[src/shared/pidr_consts.vh]
`ifndef PIDR_CONSTS_VH
`define PIDR_CONSTS_VH

// management addresses of this register slice
`define PIDR_ADDR_IRQ_ENABLE    5'h12
`define PIDR_ADDR_IRQ_FLAGS     5'h13
`define PIDR_ADDR_DG_CONFIG     5'h14
`define PIDR_ADDR_RX_ERR_TALLY  5'h15
`define PIDR_ADDR_IND_ADDRESS   5'h1e
`define PIDR_ADDR_IND_DATA      5'h1f

// reset values
`define PIDR_RST_IRQ_ENABLE     16'h0000
`define PIDR_RST_IRQ_FLAGS      16'h0000
`define PIDR_RST_DG_CONFIG      16'h082c
`define PIDR_RST_RX_ERR_TALLY   16'h0000
`define PIDR_RST_IND_ADDRESS    16'h0000
`define PIDR_RST_DG_EN          1'b1
`define PIDR_RST_DG_ATT         3'h3

// implemented bits of the enable/flag pair and of the config register
`define PIDR_IRQ_MASK           16'hfc63
`define PIDR_DG_MASK            16'h083e

// interrupt source bit positions
`define PIDR_BIT_NEG_FAULT      15
`define PIDR_BIT_RATE_CHANGE    14
`define PIDR_BIT_DUPLEX_CHANGE  13
`define PIDR_BIT_PAGE_RX        12
`define PIDR_BIT_LINK_FAIL      11
`define PIDR_BIT_LINK_UP        10
`define PIDR_BIT_WAKE           6
`define PIDR_BIT_DOWNGRADE      5
`define PIDR_BIT_POLARITY       1
`define PIDR_BIT_JABBER         0

// downgrade config fields
`define PIDR_DG_LATCH_BIT       11
`define PIDR_DG_EN_BIT          5
`define PIDR_DG_ATT_MSB         4
`define PIDR_DG_ATT_LSB         2
`define PIDR_DG_BYPASS_BIT      1
`define PIDR_DG_ATT_EXTRA       4'd2

// management frame
`define PIDR_PREAMBLE_LEN       6'd32
`define PIDR_OP_READ            2'b10
`define PIDR_OP_WRITE           2'b01

// timing
`define PIDR_CLK_PERIOD_NS      32'd4
`define PIDR_STABLE_TIME_MS     32'd2500
`define PIDR_STABLE_CYCLES      (`PIDR_STABLE_TIME_MS * \
                                 (32'd1000000 / `PIDR_CLK_PERIOD_NS))

`endif

[src/design/pidr_dgr.v]
`timescale 1ns/1ps
`include "pidr_consts.vh"

module pidr_dgr #(
   parameter [31:0] STABLE_CYCLES = `PIDR_STABLE_CYCLES
) (
   // clock and resets
   input  wire       clk_i,
   input  wire       rst_n_i,
   input  wire       soft_rst_i,
   // configuration
   input  wire       dg_en_i,
   input  wire [2:0] attempts_i,
   input  wire       bypass_i,
   // link state
   input  wire       link_up_i,
   input  wire       attempt_fail_i,
   // results
   output reg        dg_pulse_o,
   output reg        downgraded_o
);

   reg        en_shadow_reg;
   reg [2:0]  att_shadow_reg;
   reg [3:0]  retry_reg;
   reg [31:0] timer_reg;
   reg        link_prev_reg;
   reg        stable_reg;
   wire       limit_hit;
   wire       early_drop;
   wire       fail;
   wire [3:0] limit;

   assign limit      = {1'b0, att_shadow_reg} + `PIDR_DG_ATT_EXTRA;
   // link lost before the stability timer ran out counts as a failure
   assign early_drop = link_prev_reg & ~link_up_i & ~stable_reg;
   assign fail       = attempt_fail_i | early_drop;
   assign limit_hit  = fail & (retry_reg + 4'd1 >= limit);

   // enable and attempt settings take effect only at software reset; bypass acts at once
   always @(posedge clk_i or negedge rst_n_i) begin
      if (!rst_n_i) begin
         en_shadow_reg  <= `PIDR_RST_DG_EN;
         att_shadow_reg <= `PIDR_RST_DG_ATT;
      end else if (soft_rst_i) begin
         en_shadow_reg  <= dg_en_i;
         att_shadow_reg <= attempts_i;
      end
   end

   // stability timer, retry counter and downgrade decision
   always @(posedge clk_i or negedge rst_n_i) begin
      if (!rst_n_i) begin
         retry_reg     <= 4'h0;
         timer_reg     <= 32'h0;
         link_prev_reg <= 1'b0;
         stable_reg    <= 1'b0;
         dg_pulse_o    <= 1'b0;
         downgraded_o  <= 1'b0;
      end else if (soft_rst_i) begin
         retry_reg     <= 4'h0;
         timer_reg     <= 32'h0;
         link_prev_reg <= 1'b0;
         stable_reg    <= 1'b0;
         dg_pulse_o    <= 1'b0;
         downgraded_o  <= 1'b0;
      end else begin
         link_prev_reg <= link_up_i;
         dg_pulse_o    <= 1'b0;
         if (!link_up_i) begin
            timer_reg  <= 32'h0;
            stable_reg <= 1'b0;
         end else if (bypass_i) begin
            stable_reg <= 1'b1;
         end else if (!stable_reg) begin
            if (timer_reg >= STABLE_CYCLES - 32'd1)
               stable_reg <= 1'b1;
            timer_reg <= timer_reg + 32'd1;
         end
         if (link_up_i && stable_reg) begin
            retry_reg <= 4'h0;
         end else if (fail) begin
            if (limit_hit && en_shadow_reg && !downgraded_o) begin
               retry_reg    <= 4'h0;
               dg_pulse_o   <= 1'b1;
               downgraded_o <= 1'b1;
            end else if (retry_reg != 4'hf) begin
               retry_reg <= retry_reg + 4'd1;
            end
         end
      end
   end

endmodule // pidr_dgr

[src/design/pidr_regs.v]
`timescale 1ns/1ps
`include "pidr_consts.vh"

module pidr_regs #(
   parameter [31:0] STABLE_CYCLES = `PIDR_STABLE_CYCLES
) (
   // clock and reset
   input  wire        CLK_I,
   input  wire        RESET_N_I,
   input  wire        SOFT_RESET_I,
   // management pins
   input  wire        MDC_I,
   input  wire        MDIO_I,
   output reg         MDIO_O,
   output reg         MDIO_OE_O,
   input  wire [4:0]  PHY_ADDR_I,
   // event sources, one-cycle pulses
   input  wire        NEG_FAULT_EV_I,
   input  wire        RATE_CHANGE_EV_I,
   input  wire        DUPLEX_CHANGE_EV_I,
   input  wire        PAGE_RX_EV_I,
   input  wire        LINK_FAIL_EV_I,
   input  wire        LINK_UP_EV_I,
   input  wire        WAKE_EV_I,
   input  wire        POLARITY_EV_I,
   input  wire        JABBER_EV_I,
   // link state for the downgrade machine
   input  wire        LINK_UP_I,
   input  wire        ATTEMPT_FAIL_I,
   // receive error indication
   input  wire        RX_ER_I,
   // extended register port
   input  wire [15:0] EXT_RDATA_I,
   output reg  [15:0] EXT_ADDR_O,
   output reg  [15:0] EXT_WDATA_O,
   output reg         EXT_WR_O,
   output reg         EXT_RD_O,
   // status outputs
   output reg         IRQ_O,
   output wire        DOWNGRADED_O
);

   localparam [2:0] S_IDLE = 3'd0;
   localparam [2:0] S_ST   = 3'd1;
   localparam [2:0] S_OP   = 3'd2;
   localparam [2:0] S_ADDR = 3'd3;
   localparam [2:0] S_TA   = 3'd4;
   localparam [2:0] S_DATA = 3'd5;

   reg  [2:0]  state_reg;
   reg  [5:0]  pre_cnt_reg;
   reg  [3:0]  cnt_reg;
   reg  [15:0] sh_reg;
   reg         op_rd_reg;
   reg         match_reg;
   reg  [4:0]  addr_reg;
   reg         drive_reg;
   reg         hold_reg;
   reg  [15:0] cap_reg;
   reg         mdc_s1, mdc_s2, mdc_s3;
   reg         mdio_s1, mdio_s2;
   reg  [15:0] irq_enable_reg;
   reg  [15:0] irq_flags_reg;
   reg  [15:0] dg_config_reg;
   reg  [15:0] rx_error_tally_reg;
   reg         rx_er_prev_reg;
   reg  [15:0] rd_value;
   reg  [15:0] evt;
   wire        edge_rise;
   wire        bit_in;
   wire        data_last;
   wire        wr_fire;
   wire        rd_end;
   wire [15:0] wr_data;
   wire [15:0] shown;
   wire [15:0] clr_mask;
   wire [3:0]  nxt_idx;
   wire        dg_pulse;

   // mdc passes three flops and mdio two; edge found on the second and third stage
   always @(posedge CLK_I or negedge RESET_N_I) begin
      if (!RESET_N_I) begin
         mdc_s1  <= 1'b0;
         mdc_s2  <= 1'b0;
         mdc_s3  <= 1'b0;
         mdio_s1 <= 1'b1;
         mdio_s2 <= 1'b1;
      end else begin
         mdc_s1  <= MDC_I;
         mdc_s2  <= mdc_s1;
         mdc_s3  <= mdc_s2;
         mdio_s1 <= MDIO_I;
         mdio_s2 <= mdio_s1;
      end
   end

   assign edge_rise = mdc_s2 & ~mdc_s3;
   assign bit_in    = mdio_s2;
   assign data_last = edge_rise & (state_reg == S_DATA) & (cnt_reg == 4'hf);
   assign wr_fire   = data_last & ~op_rd_reg & match_reg;
   assign rd_end    = data_last & op_rd_reg & match_reg;
   assign wr_data   = {sh_reg[14:0], bit_in};
   assign nxt_idx   = 4'he - cnt_reg;
   assign shown     = hold_reg ? cap_reg : rd_value;

   // read value of the addressed register
   always @* begin
      case (addr_reg)
         `PIDR_ADDR_IRQ_ENABLE:   rd_value = irq_enable_reg;
         `PIDR_ADDR_IRQ_FLAGS:    rd_value = irq_flags_reg;
         `PIDR_ADDR_DG_CONFIG:    rd_value = dg_config_reg;
         `PIDR_ADDR_RX_ERR_TALLY: rd_value = rx_error_tally_reg;
         `PIDR_ADDR_IND_ADDRESS:  rd_value = EXT_ADDR_O;
         `PIDR_ADDR_IND_DATA:     rd_value = EXT_RDATA_I;
         default:                 rd_value = 16'h0000;
      endcase
   end

   // management frame engine, one step per mdc rising edge
   always @(posedge CLK_I or negedge RESET_N_I) begin
      if (!RESET_N_I) begin
         state_reg   <= S_IDLE;
         pre_cnt_reg <= 6'h00;
         cnt_reg     <= 4'h0;
         sh_reg      <= 16'h0000;
         op_rd_reg   <= 1'b0;
         match_reg   <= 1'b0;
         addr_reg    <= 5'h00;
         drive_reg   <= 1'b0;
         hold_reg    <= 1'b0;
         cap_reg     <= 16'h0000;
         MDIO_O      <= 1'b1;
         MDIO_OE_O   <= 1'b0;
      end else if (edge_rise) begin
         case (state_reg)
            S_IDLE: begin
               if (bit_in) begin
                  if (pre_cnt_reg != `PIDR_PREAMBLE_LEN)
                     pre_cnt_reg <= pre_cnt_reg + 6'd1;
               end else begin
                  if (pre_cnt_reg == `PIDR_PREAMBLE_LEN)
                     state_reg <= S_ST;
                  pre_cnt_reg <= 6'h00;
               end
            end
            S_ST: begin
               state_reg <= bit_in ? S_OP : S_IDLE;
               cnt_reg   <= 4'h0;
            end
            S_OP: begin
               sh_reg  <= wr_data;
               cnt_reg <= cnt_reg + 4'd1;
               if (cnt_reg == 4'h1) begin
                  cnt_reg   <= 4'h0;
                  op_rd_reg <= ({sh_reg[0], bit_in} == `PIDR_OP_READ);
                  if ({sh_reg[0], bit_in} == `PIDR_OP_READ ||
                      {sh_reg[0], bit_in} == `PIDR_OP_WRITE)
                     state_reg <= S_ADDR;
                  else
                     state_reg <= S_IDLE;
               end
            end
            S_ADDR: begin
               sh_reg  <= wr_data;
               cnt_reg <= cnt_reg + 4'd1;
               if (cnt_reg == 4'h9) begin
                  cnt_reg   <= 4'h0;
                  match_reg <= (sh_reg[8:4] == PHY_ADDR_I);
                  addr_reg  <= {sh_reg[3:0], bit_in};
                  state_reg <= S_TA;
               end
            end
            S_TA: begin
               cnt_reg <= cnt_reg + 4'd1;
               if (cnt_reg == 4'h0) begin
                  // second turnaround bit driven low by the device
                  if (op_rd_reg && match_reg) begin
                     drive_reg <= 1'b1;
                     MDIO_O    <= 1'b0;
                     MDIO_OE_O <= 1'b1;
                     cap_reg   <= rd_value;
                     hold_reg  <= dg_config_reg[`PIDR_DG_LATCH_BIT];
                  end
               end else begin
                  cnt_reg   <= 4'h0;
                  state_reg <= S_DATA;
                  if (drive_reg)
                     MDIO_O <= shown[15];
               end
            end
            S_DATA: begin
               sh_reg  <= wr_data;
               cnt_reg <= cnt_reg + 4'd1;
               if (cnt_reg == 4'hf) begin
                  state_reg   <= S_IDLE;
                  pre_cnt_reg <= 6'h00;
                  drive_reg   <= 1'b0;
                  hold_reg    <= 1'b0;
                  MDIO_O      <= 1'b1;
                  MDIO_OE_O   <= 1'b0;
               end else if (drive_reg) begin
                  MDIO_O <= shown[nxt_idx];
               end
            end
            default: begin
               state_reg <= S_IDLE;
            end
         endcase
      end
   end

   // event vector placed at the enable positions
   always @* begin
      evt = 16'h0000;
      evt[`PIDR_BIT_NEG_FAULT]     = NEG_FAULT_EV_I;
      evt[`PIDR_BIT_RATE_CHANGE]   = RATE_CHANGE_EV_I;
      evt[`PIDR_BIT_DUPLEX_CHANGE] = DUPLEX_CHANGE_EV_I;
      evt[`PIDR_BIT_PAGE_RX]       = PAGE_RX_EV_I;
      evt[`PIDR_BIT_LINK_FAIL]     = LINK_FAIL_EV_I;
      evt[`PIDR_BIT_LINK_UP]       = LINK_UP_EV_I;
      evt[`PIDR_BIT_WAKE]          = WAKE_EV_I;
      evt[`PIDR_BIT_DOWNGRADE]     = dg_pulse;
      evt[`PIDR_BIT_POLARITY]      = POLARITY_EV_I;
      evt[`PIDR_BIT_JABBER]        = JABBER_EV_I;
   end

   // bits shown at the last data bit are cleared: the latched value, or the live value when unlatched
   assign clr_mask = (rd_end && addr_reg == `PIDR_ADDR_IRQ_FLAGS) ?
                     shown : 16'h0000;

   // writable registers
   always @(posedge CLK_I or negedge RESET_N_I) begin
      if (!RESET_N_I) begin
         irq_enable_reg <= `PIDR_RST_IRQ_ENABLE;
         dg_config_reg  <= `PIDR_RST_DG_CONFIG;
         EXT_ADDR_O     <= `PIDR_RST_IND_ADDRESS;
      end else if (wr_fire) begin
         case (addr_reg)
            `PIDR_ADDR_IRQ_ENABLE:
               irq_enable_reg <= wr_data & `PIDR_IRQ_MASK;
            `PIDR_ADDR_DG_CONFIG:
               dg_config_reg <= wr_data & `PIDR_DG_MASK;
            `PIDR_ADDR_IND_ADDRESS:
               EXT_ADDR_O <= wr_data;
            default: begin
               EXT_ADDR_O <= EXT_ADDR_O;
            end
         endcase
      end
   end

   // sticky flags, set beats read clear
   always @(posedge CLK_I or negedge RESET_N_I) begin
      if (!RESET_N_I) begin
         irq_flags_reg <= `PIDR_RST_IRQ_FLAGS;
         IRQ_O         <= 1'b0;
      end else if (SOFT_RESET_I) begin
         irq_flags_reg <= `PIDR_RST_IRQ_FLAGS;
         IRQ_O         <= 1'b0;
      end else begin
         irq_flags_reg <= ((irq_flags_reg & ~clr_mask) | evt) &
                          `PIDR_IRQ_MASK;
         IRQ_O <= |((((irq_flags_reg & ~clr_mask) | evt)) &
                    irq_enable_reg);
      end
   end

   // saturating receive error tally
   always @(posedge CLK_I or negedge RESET_N_I) begin
      if (!RESET_N_I) begin
         rx_error_tally_reg <= `PIDR_RST_RX_ERR_TALLY;
         rx_er_prev_reg     <= 1'b0;
      end else if (SOFT_RESET_I) begin
         rx_error_tally_reg <= `PIDR_RST_RX_ERR_TALLY;
         rx_er_prev_reg     <= 1'b0;
      end else begin
         rx_er_prev_reg <= RX_ER_I;
         if (RX_ER_I && !rx_er_prev_reg &&
             rx_error_tally_reg != 16'hffff)
            rx_error_tally_reg <= rx_error_tally_reg + 16'd1;
      end
   end

   // indirect data port strobes
   always @(posedge CLK_I or negedge RESET_N_I) begin
      if (!RESET_N_I) begin
         EXT_WDATA_O <= 16'h0000;
         EXT_WR_O    <= 1'b0;
         EXT_RD_O    <= 1'b0;
      end else begin
         EXT_WR_O <= wr_fire && addr_reg == `PIDR_ADDR_IND_DATA;
         EXT_RD_O <= rd_end && addr_reg == `PIDR_ADDR_IND_DATA;
         if (wr_fire && addr_reg == `PIDR_ADDR_IND_DATA)
            EXT_WDATA_O <= wr_data;
      end
   end

   // wirespeed downgrade machine
   pidr_dgr #(
      .STABLE_CYCLES (STABLE_CYCLES)
   ) u_dgr (
      .clk_i          (CLK_I),
      .rst_n_i        (RESET_N_I),
      .soft_rst_i     (SOFT_RESET_I),
      .dg_en_i        (dg_config_reg[`PIDR_DG_EN_BIT]),
      .attempts_i     (dg_config_reg[`PIDR_DG_ATT_MSB:`PIDR_DG_ATT_LSB]),
      .bypass_i       (dg_config_reg[`PIDR_DG_BYPASS_BIT]),
      .link_up_i      (LINK_UP_I),
      .attempt_fail_i (ATTEMPT_FAIL_I),
      .dg_pulse_o     (dg_pulse),
      .downgraded_o   (DOWNGRADED_O)
   );

endmodule // pidr_regs

[config.mk]
export PLATFORM = sky130hd
export DESIGN_NAME = pidr_regs
export DESIGN_NICKNAME = d
export VERILOG_FILES = /design/src/design/pidr_dgr.v /design/src/design/pidr_regs.v
export VERILOG_INCLUDE_DIRS = /design/src /design/src/shared
export SDC_FILE = /design/constraint.sdc
export NUM_CORES = 1
export LEC_CHECK = 0
export ABC_CLOCK_PERIOD_IN_PS = 5750
export BUFFER_PORTS_ARGS = -buffer_cell sky130_fd_sc_hd__buf_2
export CORE_MARGIN = 2
export CORE_UTILIZATION = 65
export CTS_CLUSTER_SIZE = 20
export DETAILED_ROUTE_END_ITERATION = 16
export PLACE_DENSITY = 0.86
export SLEW_MARGIN = 20
export SYNTH_ARGS = -nofsm -noshare
export SYNTH_HDL_FRONTEND = slang
export SYNTH_SLANG_ARGS = --single-unit
[constraint.sdc]
create_clock -name CLK_I -period 5.75 [get_ports CLK_I]
set_input_delay 0 -clock CLK_I [delete_from_list [all_inputs] [get_ports CLK_I]]
set_output_delay 0 -clock CLK_I [all_outputs]
set_load 0.01 [all_outputs]
* Word level (Yosys, flattened, before mapping)
Index checks and enable logic that the tools add are counted.
** Storage, ports and cells
- Bits in registers :: 187
- Input bits :: 38
- Word-level logic and storage cells :: 201
** Operators by class
- Add/sub/neg operators :: 7
- Muxes and demuxes :: 63
- Equality and inequality tests :: 36
- Reductions and logical operators :: 39
- Bitwise gates (word level) :: 19
- Order comparisons :: 3
** Operators by type and width (count)
- $mux W32 :: 4
- $pmux W16 S6 :: 1
- $mux W16 :: 5
- $add A32 B1 Y32 const B :: 1
- $and A16 B16 Y16 :: 2
- $ge A32 B30 Y1 const B :: 1
- $mux W4 :: 8
- $eq A5 B5 Y1 const B :: 6
- $mux W1 :: 27
- $pmux W4 S5 :: 1
- $mux W3 :: 6
- $mux W6 :: 3
- $pmux W3 S6 :: 1
- $add A16 B1 Y16 const B :: 1
- $ne A16 B16 Y1 const B :: 1
- $ne A2 B2 Y1 const B :: 8
- $not A16 Y16 :: 1
- $or A16 B16 Y16 :: 1
- $reduce_or A16 Y1 :: 1
- $ne A3 B3 Y1 const B :: 5
- $reduce_and A2 Y1 :: 7
- $pmux W6 S2 :: 1
- $and A1 B1 Y1 :: 10
- $reduce_and A5 Y1 :: 2
- other kinds (37) :: 63

* Depth between registers and ports, before layout
Gate-level depths: netlist (run 1).
- Depth after elaboration :: 14
- Mapped depth :: 11
- Depth with buffers taken out :: 9

* By module
Synthesis (run 1) repeated with hierarchy kept, for this count alone.
** Unflattened totals
- Cell total of the unflattened synthesis :: 906
- Area total of the unflattened synthesis :: 9444.1 sq um
** By module, submodules not included
- pidr_regs :: area an instance 7109.3 sq um, cells an instance 669, instances 1
- pidr_dgr :: area an instance 2334.7 sq um, cells an instance 237, instances 1

* Worst setup path after synthesis (run 1)
Ideal clock, no wire load.
- Path kind :: register to register
- Start :: register cnt_reg[0]
- End :: register match_reg
- Stages on the path, launching flop included :: 11
- Buffers on the path :: 2
- Path slack :: 3.021 ns
- Arrival :: 2.619 ns
- Setup time :: 0.110 ns
- Path through :: dfrtp_1 > clkbuf_1 > inv_1 > ha_1 > nor3b_1 > a22oi_1 > o2bb2ai_1 > or3b_1 > or2_0 > clkbuf_1 > o41ai_1
** On the way
- Longest elaborated chain between the ends :: 2
** RTL lines
- start, declared :: line pidr_regs.v:52 : reg [3:0] cnt_reg;
- start signal, assigned :: line pidr_regs.v:152 : cnt_reg <= cnt_reg + 4'd1;
- start signal, assigned :: line pidr_regs.v:165 : cnt_reg <= cnt_reg + 4'd1;
- start signal, assigned :: line pidr_regs.v:174 : cnt_reg <= cnt_reg + 4'd1;
- $eq A4 B4 Y1 :: line pidr_regs.v:166 : if (cnt_reg == 4'h9) begin
- $reduce_and A3 Y1 (no line)
- end signal, assigned :: line pidr_regs.v:168 : match_reg <= (sh_reg[8:4] == PHY_ADDR_I);
- end, declared :: line pidr_regs.v:55 : reg match_reg;
No other way between the ends.
A chain may end at the register's enable or synchronous reset.

* Final worst setup path (run 1)
Same ends and word-level chain as after synthesis.

==> impl_metrics.json, run 1 <==
{
  "final_cell_area_sq_um": 10400,
  "crit_chain": "inv_1 > ha_1 > nor3b_1 > a22oi_1 > o2bb2ai_1 > or3b_1 > or2_0 > o41ai_1 > dlygate4sd3_1",
  "synthArstFlopShare_pct": 100,
  "grt-ovfl-total": 0,
  "placed_area_sq_um": 9660,
  "synth_compound_area_share_pct": 11.0,
  "coreArea_sq_um": 13800,
  "ys_seq_elements": 181,
  "relSlewSlack_pct": 34.3,
  "crit_buf_inv": 2,
  "dp_worst_setup_slack_ns": 2.43,
  "ys_seq_area_share_pct": 49.4,
  "final-setup-viol-count": 0,
  "clk_pin_slew_ns": 0.07,
  "worstSetupPathType": "flip-flop to flip-flop",
  "antenna_left": 0,
  "timing.final.ws_setup_ns": 1.88,
  "cts_tree": "yes",
  "row_count": 43,
  "start_kind": "flip-flop",
  "portBuffers": 75,
  "via_per_inst": 6.19,
  "synth.distinct_cells": 73,
  "syn2layout_area_growth_pct": 13.7,
  "hpwl_mm": 15.2,
  "synth_fa_ha_area_share_pct": 1.91,
  "htree_num_levels": 4,
  "synth_edf_count": 0,
  "drc_errors": 0,
  "io_pins": 76,
  "ys_warn_count": 0,
  "fin_nets": 1007,
  "required_ns": 6.12,
  "yosys.area_share.simple_pct": 16.5,
  "worstSetupEndpointType": "flip-flop",
  "drt-pass1-iter-count": 7,
  "antenna_found_initial": 0,
  "cts_buffer_depth": 2,
  "power.leakage_uw": 0.00461,
  "fmax_ghz": 0.258,
  "hold_path.class": "input pin to flip-flop",
  "syn-num-nets": 927,
  "worstPathMaxFanout": 20,
  "wire_per_inst_um": 19.4,
  "crit_arrival_ns": 4.25,
  "dieArea_sq_um": 15100,
  "fin_worst_skew_ns": 0.0109,
  "first_global_vias": 6749,
  "nFillCells": 855,
  "cts_setup_buffers": 0,
  "drt_iter0_markers": 630,
  "rsz0062_at_grt": "false",
  "fin_crit_sh_pct": 67.3,
  "gp_congestion": 0.928,
  "drive_above_1_share_pct": 22.0,
  "synth_area_per_cell_sq_um": 10.5,
  "clock_latency_ns": 0.44,
  "dieHeight_um": 123,
  "muxShareOfSynthArea_pct": 13.2,
  "synth_top_family_by_area": "simple AND/OR/NAND/NOR gates",
  "synthCells": 875,
  "initial_core_util_pct": 66.4,
  "drv_cap": 0,
  "die_w_um": 123,
  "grt_max_degree": 102,
  "cp_slowest_cell": "dfrtp_1",
  "largest_reg_flops": 32,
  "slew_viol_final": 0,
  "status": "finished clean",
  "critical-path-top-delay-family": "simple AND/OR/NAND/NOR gates",
  "via_count": 7108,
  "totalWireLength_mm": 22.2,
  "tightest_slew_ns": 0.986,
  "cts_buffers": 17,
  "clkSinkCount": 181,
  "irDropWorstVdd_uv": 265,
  "power.density_nw_per_um2": 247,
  "ys.flop_type": "dfrtp_1",
  "syn_area_sq_um": 9190,
  "setup_tns_ns": 0,
  "grtUsageTotal_pct": 30.7,
  "hold_viol_final": 0,
  "cpPeakStageDelay_ns": 0.83,
  "finalCriticalPeriod_ns": 3.87,
  "cts_root_buffer": "clkbuf_16",
  "synth_xor_area_share_pct": 5.24,
  "post-route-util_pct": 75.6,
  "antenna_cells": 0,
  "grt_pass1_wl_mm": 34.9
}
report_power, final:
group          switching (uW)  total (uW)  internal, uW
logic                    63.3         102          39.1
clock network             518        1180           662
registers                13.7        1300          1290
total                     595        2580          1990
metal layers:
layer	global-route usage, %	up-vias	share of wire, %
li1	-	3284	-
met1	39.7	3529	42
met2	50.5	248	49
met3	7.85	47	6.4
met4	10.1	0	2.8
met5	0	-	0
cell type report:
type | instances | area, sq um | share of cell area, %
clock inverters | 12 | 145 | 1.39
inverters | 23 | 86.3 | 0.826
clock buffers | 20 | 447 | 4.27
well taps | 180 | 225 | 2.16
repair buffers | 98 | 606 | 5.80
flip-flops and latches | 181 | 4540 | 43.5
multi-input cells | 634 | 4400 | 42.1
final timing paths:
| path | from | end | slack [ns] | cells after the start |
|---|---|---|---|---|
| setup / recovery | cnt_reg[0]$_DFFE_PN0P_ | match_reg$_DFFE_PN0P_ | 1.88 | 9 |
| hold / removal | EXT_RDATA_I[8] | cap_reg[8]$_DFFE_PN0P_ | 0.03 | 4 |
| setup reg to reg | cnt_reg[0]$_DFFE_PN0P_ | match_reg$_DFFE_PN0P_ | 1.88 | 9 |
| hold reg to reg | mdc_s1$_DFF_PN0_ | mdc_s2$_DFF_PN0_ | 0.35 | 0 |
| max in group asynchronous | RESET_N_I | u_dgr.timer_reg[11]$_DFFE_PN0P_ | 4.33 | 3 |
| min in group asynchronous | RESET_N_I | cap_reg[6]$_DFFE_PN0P_ | 0.22 | 2 |
synthesized netlist by cell type (3+ instances only):
cell type  instances  share of area, %
or3b_2             4              0.38
o41ai_1            3              0.29
nand2b_1          12              0.82
or3_1              4              0.27
o211ai_1           5              0.41
xnor2_1           19               1.8
clkbuf_1          26               1.1
mux2_2            76               9.3
and3_1             7              0.48
inv_1             23              0.94
a221oi_1           3              0.29
o21ai_0           36               2.0
a21oi_1           34               1.9
a2111oi_0          4              0.38
o21a_1             5              0.41
a21o_1             5              0.41
nor2_1           107               4.4
a211oi_1          10              0.82
nor2b_1            7              0.48
dfrtp_1          171                47
nor3b_1            3              0.25
mux2i_1           36               3.9
ha_1              14               1.9
xor2_1            36               3.4
o22ai_1            9              0.61
o31a_1             3              0.29
and2_1             8              0.54
nor4_1             6              0.41
nor3_1            18              0.98
buf_2              7              0.38
or2_2              3              0.20
dfstp_2           10               2.9
nand3_1           34               1.9
nand2_1           56               2.3
nand4_1           12              0.82
o31ai_1            4              0.33
and4_1             9              0.86
cells in the final DEF (no fill, tap or decap), drive strengths merged, types with 7 or more instances in the layout:
| cell type | n |
|---|---|
| a211oi | 10 |
| a21oi | 34 |
| and2 | 8 |
| and3 | 8 |
| and4 | 9 |
| buf | 79 |
| clkbuf | 20 |
| dfrtp | 171 |
| dfstp | 10 |
| dlygate4sd3 | 19 |
| ha | 14 |
| inv | 28 |
| mux2 | 76 |
| mux2i | 36 |
| nand2 | 56 |
| nand2b | 12 |
| nand3 | 35 |
| nand4 | 12 |
| nor2 | 107 |
| nor2b | 7 |
| nor3 | 18 |
| nor4 | 7 |
| o21ai | 37 |
| o22ai | 9 |
| xnor2 | 19 |
| xor2 | 36 |
stage by stage:
step	hold WS, ns	total power (uW)	cells
2_1_floorplan	-0.296	1360	875
3_3_place_gp	0.106	1420	1097
3_5_place_dp	0.106	1420	1097
4_1_cts	0.0222	2590	1148
5_1_grt	0.0729	2670	1148
6_report	0.0330	2580	1148
repair_timing:
item | in CTS | in global routing
resized for setup | 0 | 0
endpoints found under the setup margin | 0 | 0
hold buffers | 19 | 0
hold endpoints to repair | 116 | 0
kinds of logic after synthesis:
family | count (synthesis)
multiplexers | 112
AND/OR/NAND/NOR | 303
adder cells (fa/ha/maj) | 14
flip-flops | 181
buffers and inverters | 60
AO/OA/AOI/OAI | 150
XOR/XNOR | 55
worst register-to-register path: stages (launching register included):
cell,delay [ns]
dfrtp_1,0.83
inv_1,0.29
ha_1,0.27
nor3b_1,0.17
a22oi_1,0.21
o2bb2ai_1,0.11
or3b_1,0.47
or2_0,0.46
o41ai_1,0.40
dlygate4sd3_1,0.59
Note: power is estimated with default switching activity, not from simulation.
==> inputs of run 2 (changes only) <==
Settings changed: ABC_AREA from default to 1, ABC_CLOCK_PERIOD_IN_PS 5750 to 3500, CORE_UTILIZATION 65 to 55, PLACE_DENSITY 0.86 to 0.77.
Clock period 5.75 ns to 3.5 ns, I/O delays scaled along.
==> impl_metrics.json, run 2 <==
{
  "min_delay_path_depth": 5,
  "grt_pass1_wl_mm": 40.4,
  "synth_common_cells": "nand2_1, dfrtp_1, inv_1",
  "worstPathMaxFanout": 14,
  "hpwl_mm": 17.9,
  "layout.cells.most_common": "nand2_1",
  "hold_path.class": "input pin to flip-flop",
  "netlist.area_leader.share_pct": 45.6,
  "cts_buffers": 17,
  "drc_errors": 0,
  "rsz0062_at_grt": "false",
  "synth_edf_count": 0,
  "fin_crit_sh_pct": 76.4,
  "relSlewSlack_pct": 41.2,
  "synthCells": 1200,
  "slew_viol_final": 0,
  "dieArea_sq_um": 18100,
  "tightest_slew_ns": 0.882,
  "synth_area_per_cell_sq_um": 7.82,
  "gp_congestion": 0.967,
  "required_ns": 3.84,
  "placed_area_sq_um": 9960,
  "start_kind": "flip-flop",
  "die_w_um": 135,
  "clock_latency_ns": 0.44,
  "power.leakage_uw": 0.00494,
  "via_count": 8421,
  "ys_seq_area_share_pct": 48.4,
  "syn-num-nets": 1252,
  "largest_reg_flops": 32,
  "timing.final.ws_setup_ns": 0.827,
  "irDropWorstVdd_uv": 342,
  "layout_common_cells": "nand2_1, dfrtp_1, inv_1",
  "synth_top_area_cell": "dfrtp_1",
  "setup_tns_ns": 0,
  "grt_max_degree": 92,
  "portBuffers": 75,
  "syn2layout_area_growth_pct": 15.3,
  "cts_buffer_depth": 2,
  "io_pins": 76,
  "power.density_nw_per_um2": 401,
  "yosysMostFrequentCell": "nand2_1",
  "fin_nets": 1343,
  "clkSinkCount": 181,
  "final_cell_area_sq_um": 10800,
  "ys_warn_count": 0,
  "cts_root_buffer": "clkbuf_16",
  "synth_xor_area_share_pct": 0.654,
  "drt-pass1-iter-count": 6,
  "wire_per_inst_um": 16.1,
  "initial_core_util_pct": 56.4,
  "drt_iter0_markers": 663,
  "antenna_left": 0,
  "muxShareOfSynthArea_pct": 0.227,
  "crit_arrival_ns": 3.01,
  "p_total_uw": 4340,
  "cts_tree": "yes",
  "synth.distinct_cells": 44,
  "fin_worst_skew_ns": 0.0164,
  "drv_cap": 0,
  "synthArstFlopShare_pct": 100,
  "nFillCells": 1445,
  "dieHeight_um": 135,
  "worstSetupEndpointType": "flip-flop",
  "fmax_ghz": 0.374,
  "via_per_inst": 5.53,
  "final-setup-viol-count": 0,
  "ys.flop_type": "dfrtp_1",
  "yosys.area_share.simple_pct": 28.1,
  "synth_compound_area_share_pct": 13.0,
  "worstSetupPathType": "flip-flop to flip-flop",
  "drive_above_1_share_pct": 13.4,
  "status": "finished clean",
  "hold_viol_final": 0,
  "htree_num_levels": 4,
  "clk_pin_slew_ns": 0.08,
  "grtUsageTotal_pct": 28.4,
  "synth_fa_ha_area_share_pct": 1.87,
  "ys_seq_elements": 181,
  "cts_setup_buffers": 0,
  "worst-r2r-cell-count": 15,
  "first_global_vias": 7934,
  "syn_area_sq_um": 9380,
  "dp_worst_setup_slack_ns": 0.936,
  "antenna_found_initial": 0,
  "synth_area_leaders": "dfrtp_1, nand2_1, o21ai_0",
  "row_count": 47,
  "synth_top_family_by_area": "simple AND/OR/NAND/NOR gates",
  "finalCriticalPeriod_ns": 2.67,
  "grt-ovfl-total": 0,
  "coreArea_sq_um": 16600,
  "antenna_cells": 0,
  "timing.hold.ws_ns": 0.0171,
  "totalWireLength_mm": 24.6
}
## run 2: changes by cell type after synthesis, sizes merged, moves of 35 or more
cell   previous run  this run
o21ai            37       135
mux2             76         1
nand3            35        85
mux2i            36         1
nand2            56       290
inv              23       151
## run 2: layer usage
metal  share of wire (%)  GRT usage (%)  up-vias  wire (um)
li1                    -              -     4142          -
met1                  46           40.8     3978      11300
met2                  46           44.3      261      11300
met3                 6.0           5.07       40       1470
met4                 2.1           8.54        0        516
met5                   0              0        -          0
## run 2: worst paths after layout
path / from / endpoint / slack, ns
min reg2reg: mdc_s1$_DFF_PN0_ / mdc_s2$_DFF_PN0_ / 0.36
max reg2reg: addr_reg[4]$_DFFE_PN0P_ / IRQ_O$_DFF_PN0_ / 0.83
min: EXT_RDATA_I[0] / cap_reg[0]$_DFFE_PN0P_ / 0.02
max in group asynchronous: RESET_N_I / cnt_reg[1]$_DFFE_PN0P_ / 2.47
max: addr_reg[4]$_DFFE_PN0P_ / IRQ_O$_DFF_PN0_ / 0.83
min in group asynchronous: RESET_N_I / rx_error_tally_reg[0]$_DFFE_PN0P_ / 0.07
## run 2: critical path, cell delays in order, from the launching register on
cell	delay [ns]
dfrtp_1	0.63
nand3_2	0.25
nor2_4	0.41
nand2_1	0.16
nand2_1	0.11
nor2_1	0.06
nand3_1	0.16
nand3_1	0.15
nand2_1	0.11
nand2_1	0.05
nand2_1	0.05
nand2_1	0.05
nor2_1	0.16
nand3_1	0.10
nand2_1	0.08
inv_1	0.05
## run 2: report_power, final
| part | internal (uW) | switching [uW] | leakage (uW) |
|---|---|---|---|
| clock network | 1000 | 1020 | 0.000306 |
| registers | 2110 | 15.5 | 0.00238 |
| logic | 67.5 | 124 | 0.00226 |
| total | 3180 | 1160 | 0.00494 |
## run 2: final cells by class
cell class              count  area (sq um)  area share, %
flip-flops and latches    181          4540           42.0
multi-input cells         833          4110           38.0
repair buffers            106           682           6.30
inverters                 152           571           5.27
clock buffers              17           425           3.93
well taps                 220           275           2.54
clock inverters            15           211           1.95
## run 2: cell families after synthesis
kind of cell | after synthesis
flip-flops | 181
adder cells (fa/ha/maj) | 14
AND/OR/NAND/NOR | 583
multiplexers | 2
buffers and inverters | 186
XOR/XNOR | 7
AO/OA/AOI/OAI | 227
## run 2: metrics by stage
stage	utilization [%]	instances
after floorplan	-	1200
after global placement	59.9	1470
after detailed placement	59.9	1470
after CTS	65.0	1524
after global routing	65.0	1524
final	65.0	1524
## run 2: what timing repair did
| action | 4_1_cts | 5_1_grt |
|---|---|---|
| hold endpoints to repair | 68 | 0 |
| hold buffers | 22 | 0 |
| gates resized for setup | 0 | 0 |
